$ cat config.mk
export PLATFORM = sky130hd
export DESIGN_NAME = pic_top
export DESIGN_NICKNAME = d
export VERILOG_FILES = /design/src/pic_pkg.sv /design/src/pic_top.sv
export SDC_FILE = /design/constraint.sdc
export NUM_CORES = 1
export LEC_CHECK = 0
export ABC_AREA = 1
export BUFFER_PORTS_ARGS = -buffer_cell sky130_fd_sc_hd__buf_2
export CELL_PAD_IN_SITES_DETAIL_PLACEMENT = 0
export CELL_PAD_IN_SITES_GLOBAL_PLACEMENT = 1
export CORE_ASPECT_RATIO = 1.4
export CORE_UTILIZATION = 48
export DETAILED_ROUTE_END_ITERATION = 6
export PLACE_DENSITY = 0.95
export SYNTH_ARGS = -nofsm -noshare
export SYNTH_HDL_FRONTEND = slang
export SYNTH_SLANG_ARGS = --single-unit
$ cat constraint.sdc
create_clock -name CLOCK -period 23.2 [get_ports CLOCK]
set_clock_uncertainty 0.05 [all_clocks]
set_input_delay 2.32 -clock CLOCK [delete_from_list [all_inputs] [get_ports CLOCK]]
set_output_delay 2.32 -clock CLOCK [all_outputs]
set_load 0.02 [all_outputs]
$ cat src/pic_pkg.sv
// package for the priority interrupt controller: register map, field
// layout, reset values, presentation states and the request carrier.
// assumes a 16-bit peripheral register port addressed by word offset.
package pic_pkg;

  // source population and numbering
  localparam int PIC_NSRC = 82;
  localparam int PIC_NFIXED = 13;
  localparam int PIC_DBG_LO = 13;
  localparam int PIC_DBG1_LO = 15;
  localparam int PIC_DBG_HI = 17;
  localparam int PIC_ORD_LO = 18;
  localparam int PIC_EXT_A_SRC = 18;
  localparam int PIC_EXT_B_SRC = 19;
  localparam int PIC_CAN_SRC = 20;
  localparam int PIC_FLD_PER_REG = 8;

  // widths
  localparam int PIC_DW = 16;
  localparam int PIC_RAW = 5;
  localparam int PIC_VW = 7;
  localparam int PIC_AW = 21;
  localparam int PIC_BASE_W = 14;
  localparam int PIC_FVH_W = 5;
  localparam int PIC_NPRIO = 10;
  localparam int PIC_NPEND = 6;

  // register offsets (word offsets on the register port)
  localparam logic [4:0] PIC_OFS_PRIO0 = 5'h00;
  localparam logic [4:0] PIC_OFS_PRIO9 = 5'h09;
  localparam logic [4:0] PIC_OFS_VBASE = 5'h0a;
  localparam logic [4:0] PIC_OFS_FM0 = 5'h0b;
  localparam logic [4:0] PIC_OFS_FVL0 = 5'h0c;
  localparam logic [4:0] PIC_OFS_FVH0 = 5'h0d;
  localparam logic [4:0] PIC_OFS_FM1 = 5'h0e;
  localparam logic [4:0] PIC_OFS_FVL1 = 5'h0f;
  localparam logic [4:0] PIC_OFS_FVH1 = 5'h10;
  localparam logic [4:0] PIC_OFS_PEND0 = 5'h11;
  localparam logic [4:0] PIC_OFS_PEND5 = 5'h16;
  localparam logic [4:0] PIC_OFS_CTRL = 5'h1d;

  // writable bit masks; everything else reads zero, apart from the pending words and the status fields of the control register
  localparam logic [15:0] PIC_PRIO0_WMASK = 16'h3c00;
  localparam logic [15:0] PIC_PRIO1_WMASK = 16'h003f;
  localparam logic [15:0] PIC_PRIO_WMASK = 16'hffff;
  localparam logic [15:0] PIC_VBASE_WMASK = 16'h3fff;
  localparam logic [15:0] PIC_FM_WMASK = 16'h007f;
  localparam logic [15:0] PIC_FVH_WMASK = 16'h001f;
  localparam logic [15:0] PIC_CTL_WMASK = 16'h0003;

  // reset values
  localparam logic [15:0] PIC_PRIO_RST = 16'h0000;
  localparam logic [15:0] PIC_VBASE_RST = 16'h0000;
  localparam logic [15:0] PIC_FAST_RST = 16'h0000;
  localparam logic [15:0] PIC_CTL_RST = 16'h0000;

  // control register fields
  localparam int PIC_CTL_REQ = 15;
  localparam int PIC_CTL_CODE_LO = 13;
  localparam int PIC_CTL_VNUM_LO = 6;
  localparam int PIC_CTL_WAKE = 5;
  localparam int PIC_CTL_EDGE_B = 1;
  localparam int PIC_CTL_EDGE_A = 0;

  // levels and current-level codes
  localparam logic [1:0] PIC_LVL_FAST = 2'h2;
  localparam logic [1:0] PIC_LVL_FIXED = 2'h3;
  localparam logic [1:0] PIC_FLD_OFF = 2'h0;
  localparam logic [1:0] PIC_CODE_NONE = 2'h0;
  localparam logic [1:0] PIC_CODE_L0 = 2'h1;
  localparam logic [1:0] PIC_CODE_L1 = 2'h2;
  localparam logic [1:0] PIC_CODE_L23 = 2'h3;

  // sources allowed to wake from stop
  localparam logic [PIC_NSRC-1:0] PIC_STOP_WAKE_MASK =
    (PIC_NSRC'(1) << PIC_CAN_SRC) | (PIC_NSRC'(1) << PIC_EXT_A_SRC) |
    (PIC_NSRC'(1) << PIC_EXT_B_SRC);

  // first fetch address after reset
  localparam logic [PIC_AW-1:0] PIC_RESET_ADDR =
    {PIC_VBASE_RST[PIC_BASE_W-1:0], 7'h00};

  typedef enum logic [1:0] {
    PIC_IDLE = 2'b00,
    PIC_SHOW = 2'b01,
    PIC_GAP = 2'b11
  } pic_state_e;

  typedef struct packed {
    logic valid;
    logic fast;
    logic [1:0] level;
    logic [PIC_VW-1:0] vnum;
    logic [PIC_AW-1:0] addr;
  } pic_req_s;

  localparam pic_req_s PIC_REQ_RST = '{1'b0, 1'b0, 2'h0, 7'h00,
                                       PIC_RESET_ADDR};

  // code reported for an accepted level
  function automatic logic [1:0] pic_code(input logic [1:0] level);
    logic [1:0] c;
    c = PIC_CODE_L23;
    if (level == 2'h0) c = PIC_CODE_L0;
    else if (level == 2'h1) c = PIC_CODE_L1;
    return c;
  endfunction : pic_code

endpackage : pic_pkg

$ cat src/pic_top.sv
// priority interrupt controller: priority fields per source, level and
// number arbitration, vector and fast-vector forming, wake to the clock
// unit and the register port.
// assumes all inputs are synchronous to CLOCK and that the core pulses
// IRQ_ACK when it takes the presented request.
`timescale 1ns/1ps
module pic_top
  import pic_pkg::*;
(
  input wire logic CLOCK,
  input wire logic RESETN,
  input wire logic [PIC_RAW-1:0] REG_ADDR,
  input wire logic [PIC_DW-1:0] REG_WDATA,
  input wire logic REG_WR,
  input wire logic REG_RD,
  output logic [PIC_DW-1:0] REG_RDATA,
  input wire logic [PIC_NSRC-1:0] IRQ_IN,
  input wire logic EXT_REQ_A_N,
  input wire logic EXT_REQ_B_N,
  input wire logic WAIT_MODE,
  input wire logic STOP_MODE,
  input wire logic IRQ_ACK,
  input wire logic EXC_DONE,
  output logic IRQ_REQ,
  output logic FAST_IRQ,
  output logic [1:0] REQ_LEVEL,
  output logic [PIC_VW-1:0] VECTOR_NUM,
  output logic [PIC_AW-1:0] VECTOR_ADDR,
  output logic [1:0] CURRENT_PRIORITY_CODE,
  output logic WAKE_REQ,
  output logic BOOT_FETCH
);

  logic rst_meta;
  logic rst_n;
  logic [PIC_DW-1:0] prio [PIC_NPRIO];
  logic [PIC_DW-1:0] vector_base;
  logic [PIC_DW-1:0] fast_match [2];
  logic [PIC_DW-1:0] fast_vector_low [2];
  logic [PIC_DW-1:0] fast_vector_high [2];
  logic edge_a;
  logic edge_b;
  logic ext_a_q;
  logic ext_b_q;
  logic latch_a;
  logic latch_b;
  logic ext_a_req;
  logic ext_b_req;
  logic low_power;
  logic lp_q;
  logic [PIC_NSRC-1:0] en_snap;
  logic [PIC_NSRC-1:0] pend;
  logic [PIC_NSRC-1:0] src_en;
  logic [1:0] src_lvl [PIC_NSRC];
  logic [PIC_NSRC-1:0] wake_mask;
  logic next_wake;
  logic win_valid;
  logic [PIC_VW-1:0] win_num;
  logic [1:0] win_lvl;
  logic hit0;
  logic hit1;
  pic_req_s next_pres;
  pic_req_s pres;
  pic_state_e state;
  logic [1:0] cur_code;
  logic [1:0] prev_code;
  logic boot;
  logic taken;
  logic [PIC_DW-1:0] rd_val;
  logic [PIC_DW*PIC_NPEND-1:0] pend_words;
  logic [PIC_RAW-1:0] pend_idx;

  // reset release through two flops
  always_ff @(posedge CLOCK or negedge RESETN) begin
    if (!RESETN) begin
      rst_meta <= 1'b0;
      rst_n <= 1'b0;
    end else begin
      rst_meta <= 1'b1;
      rst_n <= rst_meta;
    end
  end

  // per-source enable and level: fixed sources always on at level 3, the rest from the priority fields
  for (genvar s = 0; s < PIC_NSRC; s++) begin : g_src
    if (s < PIC_NFIXED) begin : g_fix
      assign src_en[s] = 1'b1;
      assign src_lvl[s] = PIC_LVL_FIXED;
    end else if (s <= PIC_DBG_HI) begin : g_dbg
      localparam int RI = (s < PIC_DBG1_LO) ? 0 : 1;
      localparam int LO = (s < PIC_DBG1_LO) ? (12 - 2 * (s - PIC_DBG_LO))
                                            : (4 - 2 * (s - PIC_DBG1_LO));
      logic [1:0] fld;
      assign fld = prio[RI][LO+1:LO];
      assign src_en[s] = fld != PIC_FLD_OFF;
      assign src_lvl[s] = fld;
    end else begin : g_ord
      localparam int K = s - PIC_ORD_LO;
      localparam int RI = 2 + K / PIC_FLD_PER_REG;
      localparam int LO = 14 - 2 * (K % PIC_FLD_PER_REG);
      logic [1:0] fld;
      assign fld = prio[RI][LO+1:LO];
      assign src_en[s] = fld != PIC_FLD_OFF;
      assign src_lvl[s] = fld - 2'h1;
    end
  end

  // external request pins: falling edge latched, or low level
  always_ff @(posedge CLOCK or negedge rst_n) begin
    if (!rst_n) begin
      ext_a_q <= 1'b1;
      ext_b_q <= 1'b1;
      latch_a <= 1'b0;
      latch_b <= 1'b0;
    end else begin
      ext_a_q <= EXT_REQ_A_N;
      ext_b_q <= EXT_REQ_B_N;
      // a new edge beats the clear on acceptance
      if (edge_a && ext_a_q && !EXT_REQ_A_N) latch_a <= 1'b1;
      else if (taken && pres.vnum == 7'(PIC_EXT_A_SRC)) latch_a <= 1'b0;
      if (edge_b && ext_b_q && !EXT_REQ_B_N) latch_b <= 1'b1;
      else if (taken && pres.vnum == 7'(PIC_EXT_B_SRC)) latch_b <= 1'b0;
    end
  end

  // in low power no clock sees an edge, so request a follows the level
  assign ext_a_req = (edge_a && !low_power) ? latch_a : !EXT_REQ_A_N;
  assign ext_b_req = edge_b ? latch_b : !EXT_REQ_B_N;
  assign pend = IRQ_IN | (PIC_NSRC'(ext_a_req) << PIC_EXT_A_SRC)
                       | (PIC_NSRC'(ext_b_req) << PIC_EXT_B_SRC);

  // highest permitted level, then lowest number; last hit wins
  always_comb begin
    win_valid = 1'b0;
    win_num = '0;
    win_lvl = '0;
    for (int l = 0; l < 4; l++) begin
      for (int s = PIC_NSRC - 1; s >= 0; s--) begin
        if (pend[s] && src_en[s] && src_lvl[s] == 2'(l) &&
            2'(l) >= cur_code) begin
          win_valid = 1'b1;
          win_num = 7'(s);
          win_lvl = 2'(l);
        end
      end
    end
  end

  // fast match and address forming
  assign hit0 = win_lvl == PIC_LVL_FAST && win_num == fast_match[0][6:0];
  assign hit1 = win_lvl == PIC_LVL_FAST && win_num == fast_match[1][6:0];
  always_comb begin
    next_pres.valid = 1'b1;
    next_pres.fast = hit0 || hit1;
    next_pres.level = win_lvl;
    next_pres.vnum = win_num;
    if (hit0) begin
      next_pres.addr = {fast_vector_high[0][PIC_FVH_W-1:0],
                        fast_vector_low[0]};
    end else if (hit1) begin
      next_pres.addr = {fast_vector_high[1][PIC_FVH_W-1:0],
                        fast_vector_low[1]};
    end else begin
      next_pres.addr = {vector_base[PIC_BASE_W-1:0], win_num};
    end
  end

  assign taken = state == PIC_SHOW && IRQ_ACK;

  // presentation to the core; frozen from show until accepted
  always_ff @(posedge CLOCK or negedge rst_n) begin
    if (!rst_n) begin
      state <= PIC_IDLE;
      pres <= PIC_REQ_RST;
    end else begin
      unique case (state)
        PIC_IDLE: begin
          if (win_valid && !boot) begin
            pres <= next_pres;
            state <= PIC_SHOW;
          end
        end
        PIC_SHOW: begin
          if (IRQ_ACK) begin
            pres.valid <= 1'b0;
            state <= PIC_GAP;
          end
        end
        PIC_GAP: state <= PIC_IDLE;
        default: state <= PIC_IDLE;
      endcase
    end
  end

  // current level code with one saved level for the return
  always_ff @(posedge CLOCK or negedge rst_n) begin
    if (!rst_n) begin
      cur_code <= PIC_CODE_NONE;
      prev_code <= PIC_CODE_NONE;
    end else if (taken) begin
      prev_code <= cur_code;
      cur_code <= pic_code(pres.level);
    end else if (EXC_DONE) begin
      cur_code <= prev_code;
      prev_code <= PIC_CODE_NONE;
    end
  end

  // one boot cycle showing the first fetch address
  always_ff @(posedge CLOCK or negedge rst_n) begin
    if (!rst_n) boot <= 1'b1;
    else boot <= 1'b0;
  end

  // wake: snapshot of enables taken at entry into low power
  assign low_power = WAIT_MODE || STOP_MODE;
  assign wake_mask = STOP_MODE ? PIC_STOP_WAKE_MASK : '1;
  // the entry cycle still holds the snapshot of an earlier low-power
  // spell, so wake is only judged once the new snapshot has been taken
  assign next_wake = low_power && lp_q &&
                     |(pend & en_snap & wake_mask);
  always_ff @(posedge CLOCK or negedge rst_n) begin
    if (!rst_n) begin
      lp_q <= 1'b0;
      en_snap <= '0;
      WAKE_REQ <= 1'b0;
    end else begin
      lp_q <= low_power;
      if (low_power && !lp_q) en_snap <= src_en;
      WAKE_REQ <= next_wake;
    end
  end

  // register writes; read-only and unmapped offsets ignore writes
  always_ff @(posedge CLOCK or negedge rst_n) begin
    if (!rst_n) begin
      for (int i = 0; i < PIC_NPRIO; i++) prio[i] <= PIC_PRIO_RST;
      vector_base <= PIC_VBASE_RST;
      for (int i = 0; i < 2; i++) begin
        fast_match[i] <= PIC_FAST_RST;
        fast_vector_low[i] <= PIC_FAST_RST;
        fast_vector_high[i] <= PIC_FAST_RST;
      end
      edge_a <= PIC_CTL_RST[PIC_CTL_EDGE_A];
      edge_b <= PIC_CTL_RST[PIC_CTL_EDGE_B];
    end else if (REG_WR) begin
      if (REG_ADDR == PIC_OFS_PRIO0)
        prio[0] <= REG_WDATA & PIC_PRIO0_WMASK;
      else if (REG_ADDR == PIC_OFS_PRIO0 + 5'h01)
        prio[1] <= REG_WDATA & PIC_PRIO1_WMASK;
      else if (REG_ADDR <= PIC_OFS_PRIO9)
        prio[4'(REG_ADDR)] <= REG_WDATA & PIC_PRIO_WMASK;
      case (REG_ADDR)
        PIC_OFS_VBASE: vector_base <= REG_WDATA & PIC_VBASE_WMASK;
        PIC_OFS_FM0: fast_match[0] <= REG_WDATA & PIC_FM_WMASK;
        PIC_OFS_FVL0: fast_vector_low[0] <= REG_WDATA;
        PIC_OFS_FVH0: fast_vector_high[0] <= REG_WDATA & PIC_FVH_WMASK;
        PIC_OFS_FM1: fast_match[1] <= REG_WDATA & PIC_FM_WMASK;
        PIC_OFS_FVL1: fast_vector_low[1] <= REG_WDATA;
        PIC_OFS_FVH1: fast_vector_high[1] <= REG_WDATA & PIC_FVH_WMASK;
        PIC_OFS_CTRL: begin
          edge_a <= REG_WDATA[PIC_CTL_EDGE_A];
          edge_b <= REG_WDATA[PIC_CTL_EDGE_B];
        end
        default: ;
      endcase
    end
  end

  // read mux; unmapped offsets read zero
  assign pend_words = {(PIC_DW * PIC_NPEND - PIC_NSRC)'(0), pend};
  assign pend_idx = REG_ADDR - PIC_OFS_PEND0;
  always_comb begin
    rd_val = '0;
    if (REG_ADDR <= PIC_OFS_PRIO9) begin
      rd_val = prio[4'(REG_ADDR)];
    end else if (REG_ADDR >= PIC_OFS_PEND0 && REG_ADDR <= PIC_OFS_PEND5) begin
      rd_val = pend_words[PIC_DW * 32'(pend_idx) +: PIC_DW];
    end else begin
      case (REG_ADDR)
        PIC_OFS_VBASE: rd_val = vector_base;
        PIC_OFS_FM0: rd_val = fast_match[0];
        PIC_OFS_FVL0: rd_val = fast_vector_low[0];
        PIC_OFS_FVH0: rd_val = fast_vector_high[0];
        PIC_OFS_FM1: rd_val = fast_match[1];
        PIC_OFS_FVL1: rd_val = fast_vector_low[1];
        PIC_OFS_FVH1: rd_val = fast_vector_high[1];
        PIC_OFS_CTRL: begin
          rd_val[PIC_CTL_REQ] = pres.valid;
          rd_val[PIC_CTL_CODE_LO +: 2] = cur_code;
          rd_val[PIC_CTL_VNUM_LO +: PIC_VW] = pres.vnum;
          rd_val[PIC_CTL_WAKE] = WAKE_REQ;
          rd_val[PIC_CTL_EDGE_B] = edge_b;
          rd_val[PIC_CTL_EDGE_A] = edge_a;
        end
        default: rd_val = '0;
      endcase
    end
  end

  // read data registered, held until the next read
  always_ff @(posedge CLOCK or negedge rst_n) begin
    if (!rst_n) REG_RDATA <= '0;
    else if (REG_RD) REG_RDATA <= rd_val;
  end

  // outputs straight from the presentation, current level code and boot flops
  assign IRQ_REQ = pres.valid;
  assign FAST_IRQ = pres.fast;
  assign REQ_LEVEL = pres.level;
  assign VECTOR_NUM = pres.vnum;
  assign VECTOR_ADDR = pres.addr;
  assign CURRENT_PRIORITY_CODE = cur_code;
  assign BOOT_FETCH = boot;
endmodule : pic_top

==> impl_results.md <==
- Status: finished, violations left
- Violations in the final reports: design-rule violations
- Pleak: 12.5 nW
- Max Slew Vio Count: 0
- Clk sink count: between 300 and 400
- Worst Hold Class: reg -> reg
- Die footprint: 47,900 µm²
- Power Density: around 96 nW/µm²
- Setup Buffers After CTS: 0
- Initial DRC Count: ~2.8k
- Drt wl/cell: ~27 µm
- Later-pin clock latency in the skew report: ~0.58 ns
- Die Y: 259 µm
- Synth area leader: dfrtp_1
- GR Util met2: 0.720
- Final setup vio count: 0
- Synthesized Nets: around 3.4k
- CP endpoint kind: register
- Cell Rows: 93
- CTS tree: built
- # IOs: between 150 and 200
- H-tree depth: 2
- Yosys warnings: 0
- Met3 Use GR: 0.0985
- Share of cells above drive strength 1: 0.0888
- Worst slew pin tran: 1.37 ns
- Finished Layout Cells: slightly above 4k
- Synth-to-Final Area Change: 11.3%
- Top post-synthesis cells by count: nand2_1 (815), inv_1 (544), o21ai_0 (424)
- Vias in the first global route: about 23k
- Cts hold-fix bufs: 0
- Yosys cell types: 57
- Top-count cell post-synth: nand2_1
- Arrival time worst endpoint: about 16 ns
- CTS max path bufs: 3
- DR vias: roughly 25k
- Slew headroom: 0.0780
- Crit path max-delay cell type: nand3_2
- Grt total ovfl: 0
- Tmin final: 15.36 ns
- EDFF count, synth: 0
- Max FO, Critical Path: 23
- Synth Register Bits: between 300 and 400
- Global-route wire length before repair: 157,000 µm
- Post-detail-place hpwl: between 80,000 and 90,000 µm
- Starting Density: 0.489
- Most common cell on crit path: nand2_1
- Pre-antenna DRT Iters: 7
- Busiest layer in global routing: met2
- Setup TNS: 0 ns
- Top cells by area, synth: dfrtp_1 (40%), nand2_1 (14%), o21ai_0 (9.4%), inv_1 (9.0%), nor2_1 (4.5%)
- Ys async rst share: 1.00
- PostCTS Resize Cnt: 0
- Setup CP Type: in -> reg
- Number of nets in the layout: ~3.5k
- Worst vdd ir: ~71 µV
- Sequential fraction of the synthesis area: 0.405
- Largest net degree at the start of global routing: 93
- Final WL: roughly 110,000 µm
- RePlAce Congestion: 1.06
- Max-cap violation count: 0
- WP buf/inv: 2
- Final worst-path cycle share: 0.662
- # placed instances: between 3k and 4k
- Core area: 46,200 µm²
- Required time of the critical path: 23.62 ns
- Vias per cell: 6.15
- Number of fill cells: 4,684
- Worst path max stage delay: roughly 0.50 ns
- Routed Antenna Nets: 0
- Root Buffer: clkbuf_16
- RSZ-0062 raised after global routing: no
- Primary FF master, synth: dfrtp_1
- Remaining DRCs: 1
- Critical Path Source Type: input port
- Mapped Area: roughly 23,000 µm²
- Delay-heaviest family, CP: simple AND/OR/NAND/NOR gates
- Max Fclk: roughly 0.065 GHz
- FF-to-FF setup slack: a little over 8 ns
- Die X: about 190 µm
- Hold slack: ~0.30 ns
- Antenna violations before repair: 17
- Gr usage total: 0.462
- Mean Syn Cell Area: around 7 µm²
- Port buffer count: about 160
- Yosys top cell area share: 0.401
- CTS buffer count: 39
- Clock-pin slew on the worst setup and hold paths: ~0.060 ns
- Cell count after synthesis: approximately 3.3k
- Met1 usage: 0.535
- Pwr Total: 2.42 mW
- Final hold violation count: 0
## cells in the final DEF (no fill, tap or decap), types with 18 or more instances in the layout
master / count
clkbuf_16: 40
nor2_1: 271
buf_2: 164
a31oi_1: 52
o22ai_1: 22
nor4_1: 156
o21ai_0: 423
buf_4: 28
inv_1: 542
a21oi_1: 142
nand3_1: 67
dfrtp_1: 361
nor3_1: 25
a211oi_1: 18
a221oi_1: 18
nand2_1: 815
nand4_1: 94
## path summary, 6_finish.rpt
kind | start | endpoint | depth (start not counted)
hold / removal | rst_meta | rst_n | 0
min in group asynchronous | rst_n | prio[138] | 0
setup reg to reg | CURRENT_PRIORITY_CODE[1] | FAST_IRQ | 220
max in group asynchronous | rst_n | g_src[67].g_ord.fld[0] | 2
hold reg to reg | rst_meta | rst_n | 0
setup / recovery | IRQ_IN[81] | FAST_IRQ | 224
## registers in the layout, summed over array words and instances, names as in the netlist, 2 cells and up
register / cells
g_src.g_ord.fld: 128
en_snap: 70
fast_vector_low: 32
prio: 22
VECTOR_ADDR: 21
REG_RDATA: 16
fast_match: 14
vector_base: 14
fast_vector_high: 10
g_src.g_dbg.fld: 10
VECTOR_NUM: 7
CURRENT_PRIORITY_CODE: 2
REQ_LEVEL: 2
prev_code: 2
state: 2
## per-stage QoR
| step | util | cell area, µm² | worst slack, ns |
|---|---|---|---|
| CTS | 0.544 | 25100 | 8.07 |
| floorplan | - | 22600 | 10.60 |
| global placement | 0.516 | 23800 | 7.36 |
| finish | 0.544 | 25100 | 7.84 |
| detailed placement | 0.516 | 23800 | 7.53 |
| global route | 0.544 | 25100 | 5.71 |
## cell type report
cell class / instances / area, µm² / share of cell area
multi-input combinational: 2232 / 10800 / 0.428
sequential: 365 / 9140 / 0.364
inverter: 561 / 2110 / 0.0837
clock buffer: 53 / 1100 / 0.0437
timing repair buffer: 192 / 1030 / 0.0410
tap: 617 / 772 / 0.0307
clock inverter: 19 / 214 / 0.00851
antenna: 5 / 12.5 / 0.000498
## metal layers
metal	part of all wire	wire, µm
met5	0.00065	72
met4	0.11	11800
met3	0.10	11400
met2	0.45	49200
met1	0.34	38100
## worst reg2reg max path: cells and delay by family, from the launching register on
kind	cells	cell delay, ns
compound gates	1	0.13
buf+inv	4	0.84
flops	1	0.98
simple gates	215	12.93
## cells by family (layout without fill, tap and decap cells)
| group | Yosys count | in the layout | synth area share |
|---|---|---|---|
| simple gates | 1455 | 1455 | 0.280 |
| xor+xnor | 7 | 7 | 0.00271 |
| compound gates | 763 | 763 | 0.189 |
| buf+inv | 714 | 825 | 0.120 |
| fa+ha+maj | 5 | 5 | 0.00277 |
| other cells | 2 | 7 | 0.000333 |
| flops | 365 | 365 | 0.405 |
## power by group
group | total (mW) | switching, mW | leakage, nW | internal (mW)
sequential | 0.883 | 0.131 | 4.68 | 0.753
combinational | 0.878 | 0.627 | 7.19 | 0.250
clock | 0.660 | 0.289 | 0.633 | 0.371
total | 2.42 | 1.05 | 12.5 | 1.37
Note: power is estimated with default switching activity, not from simulation.
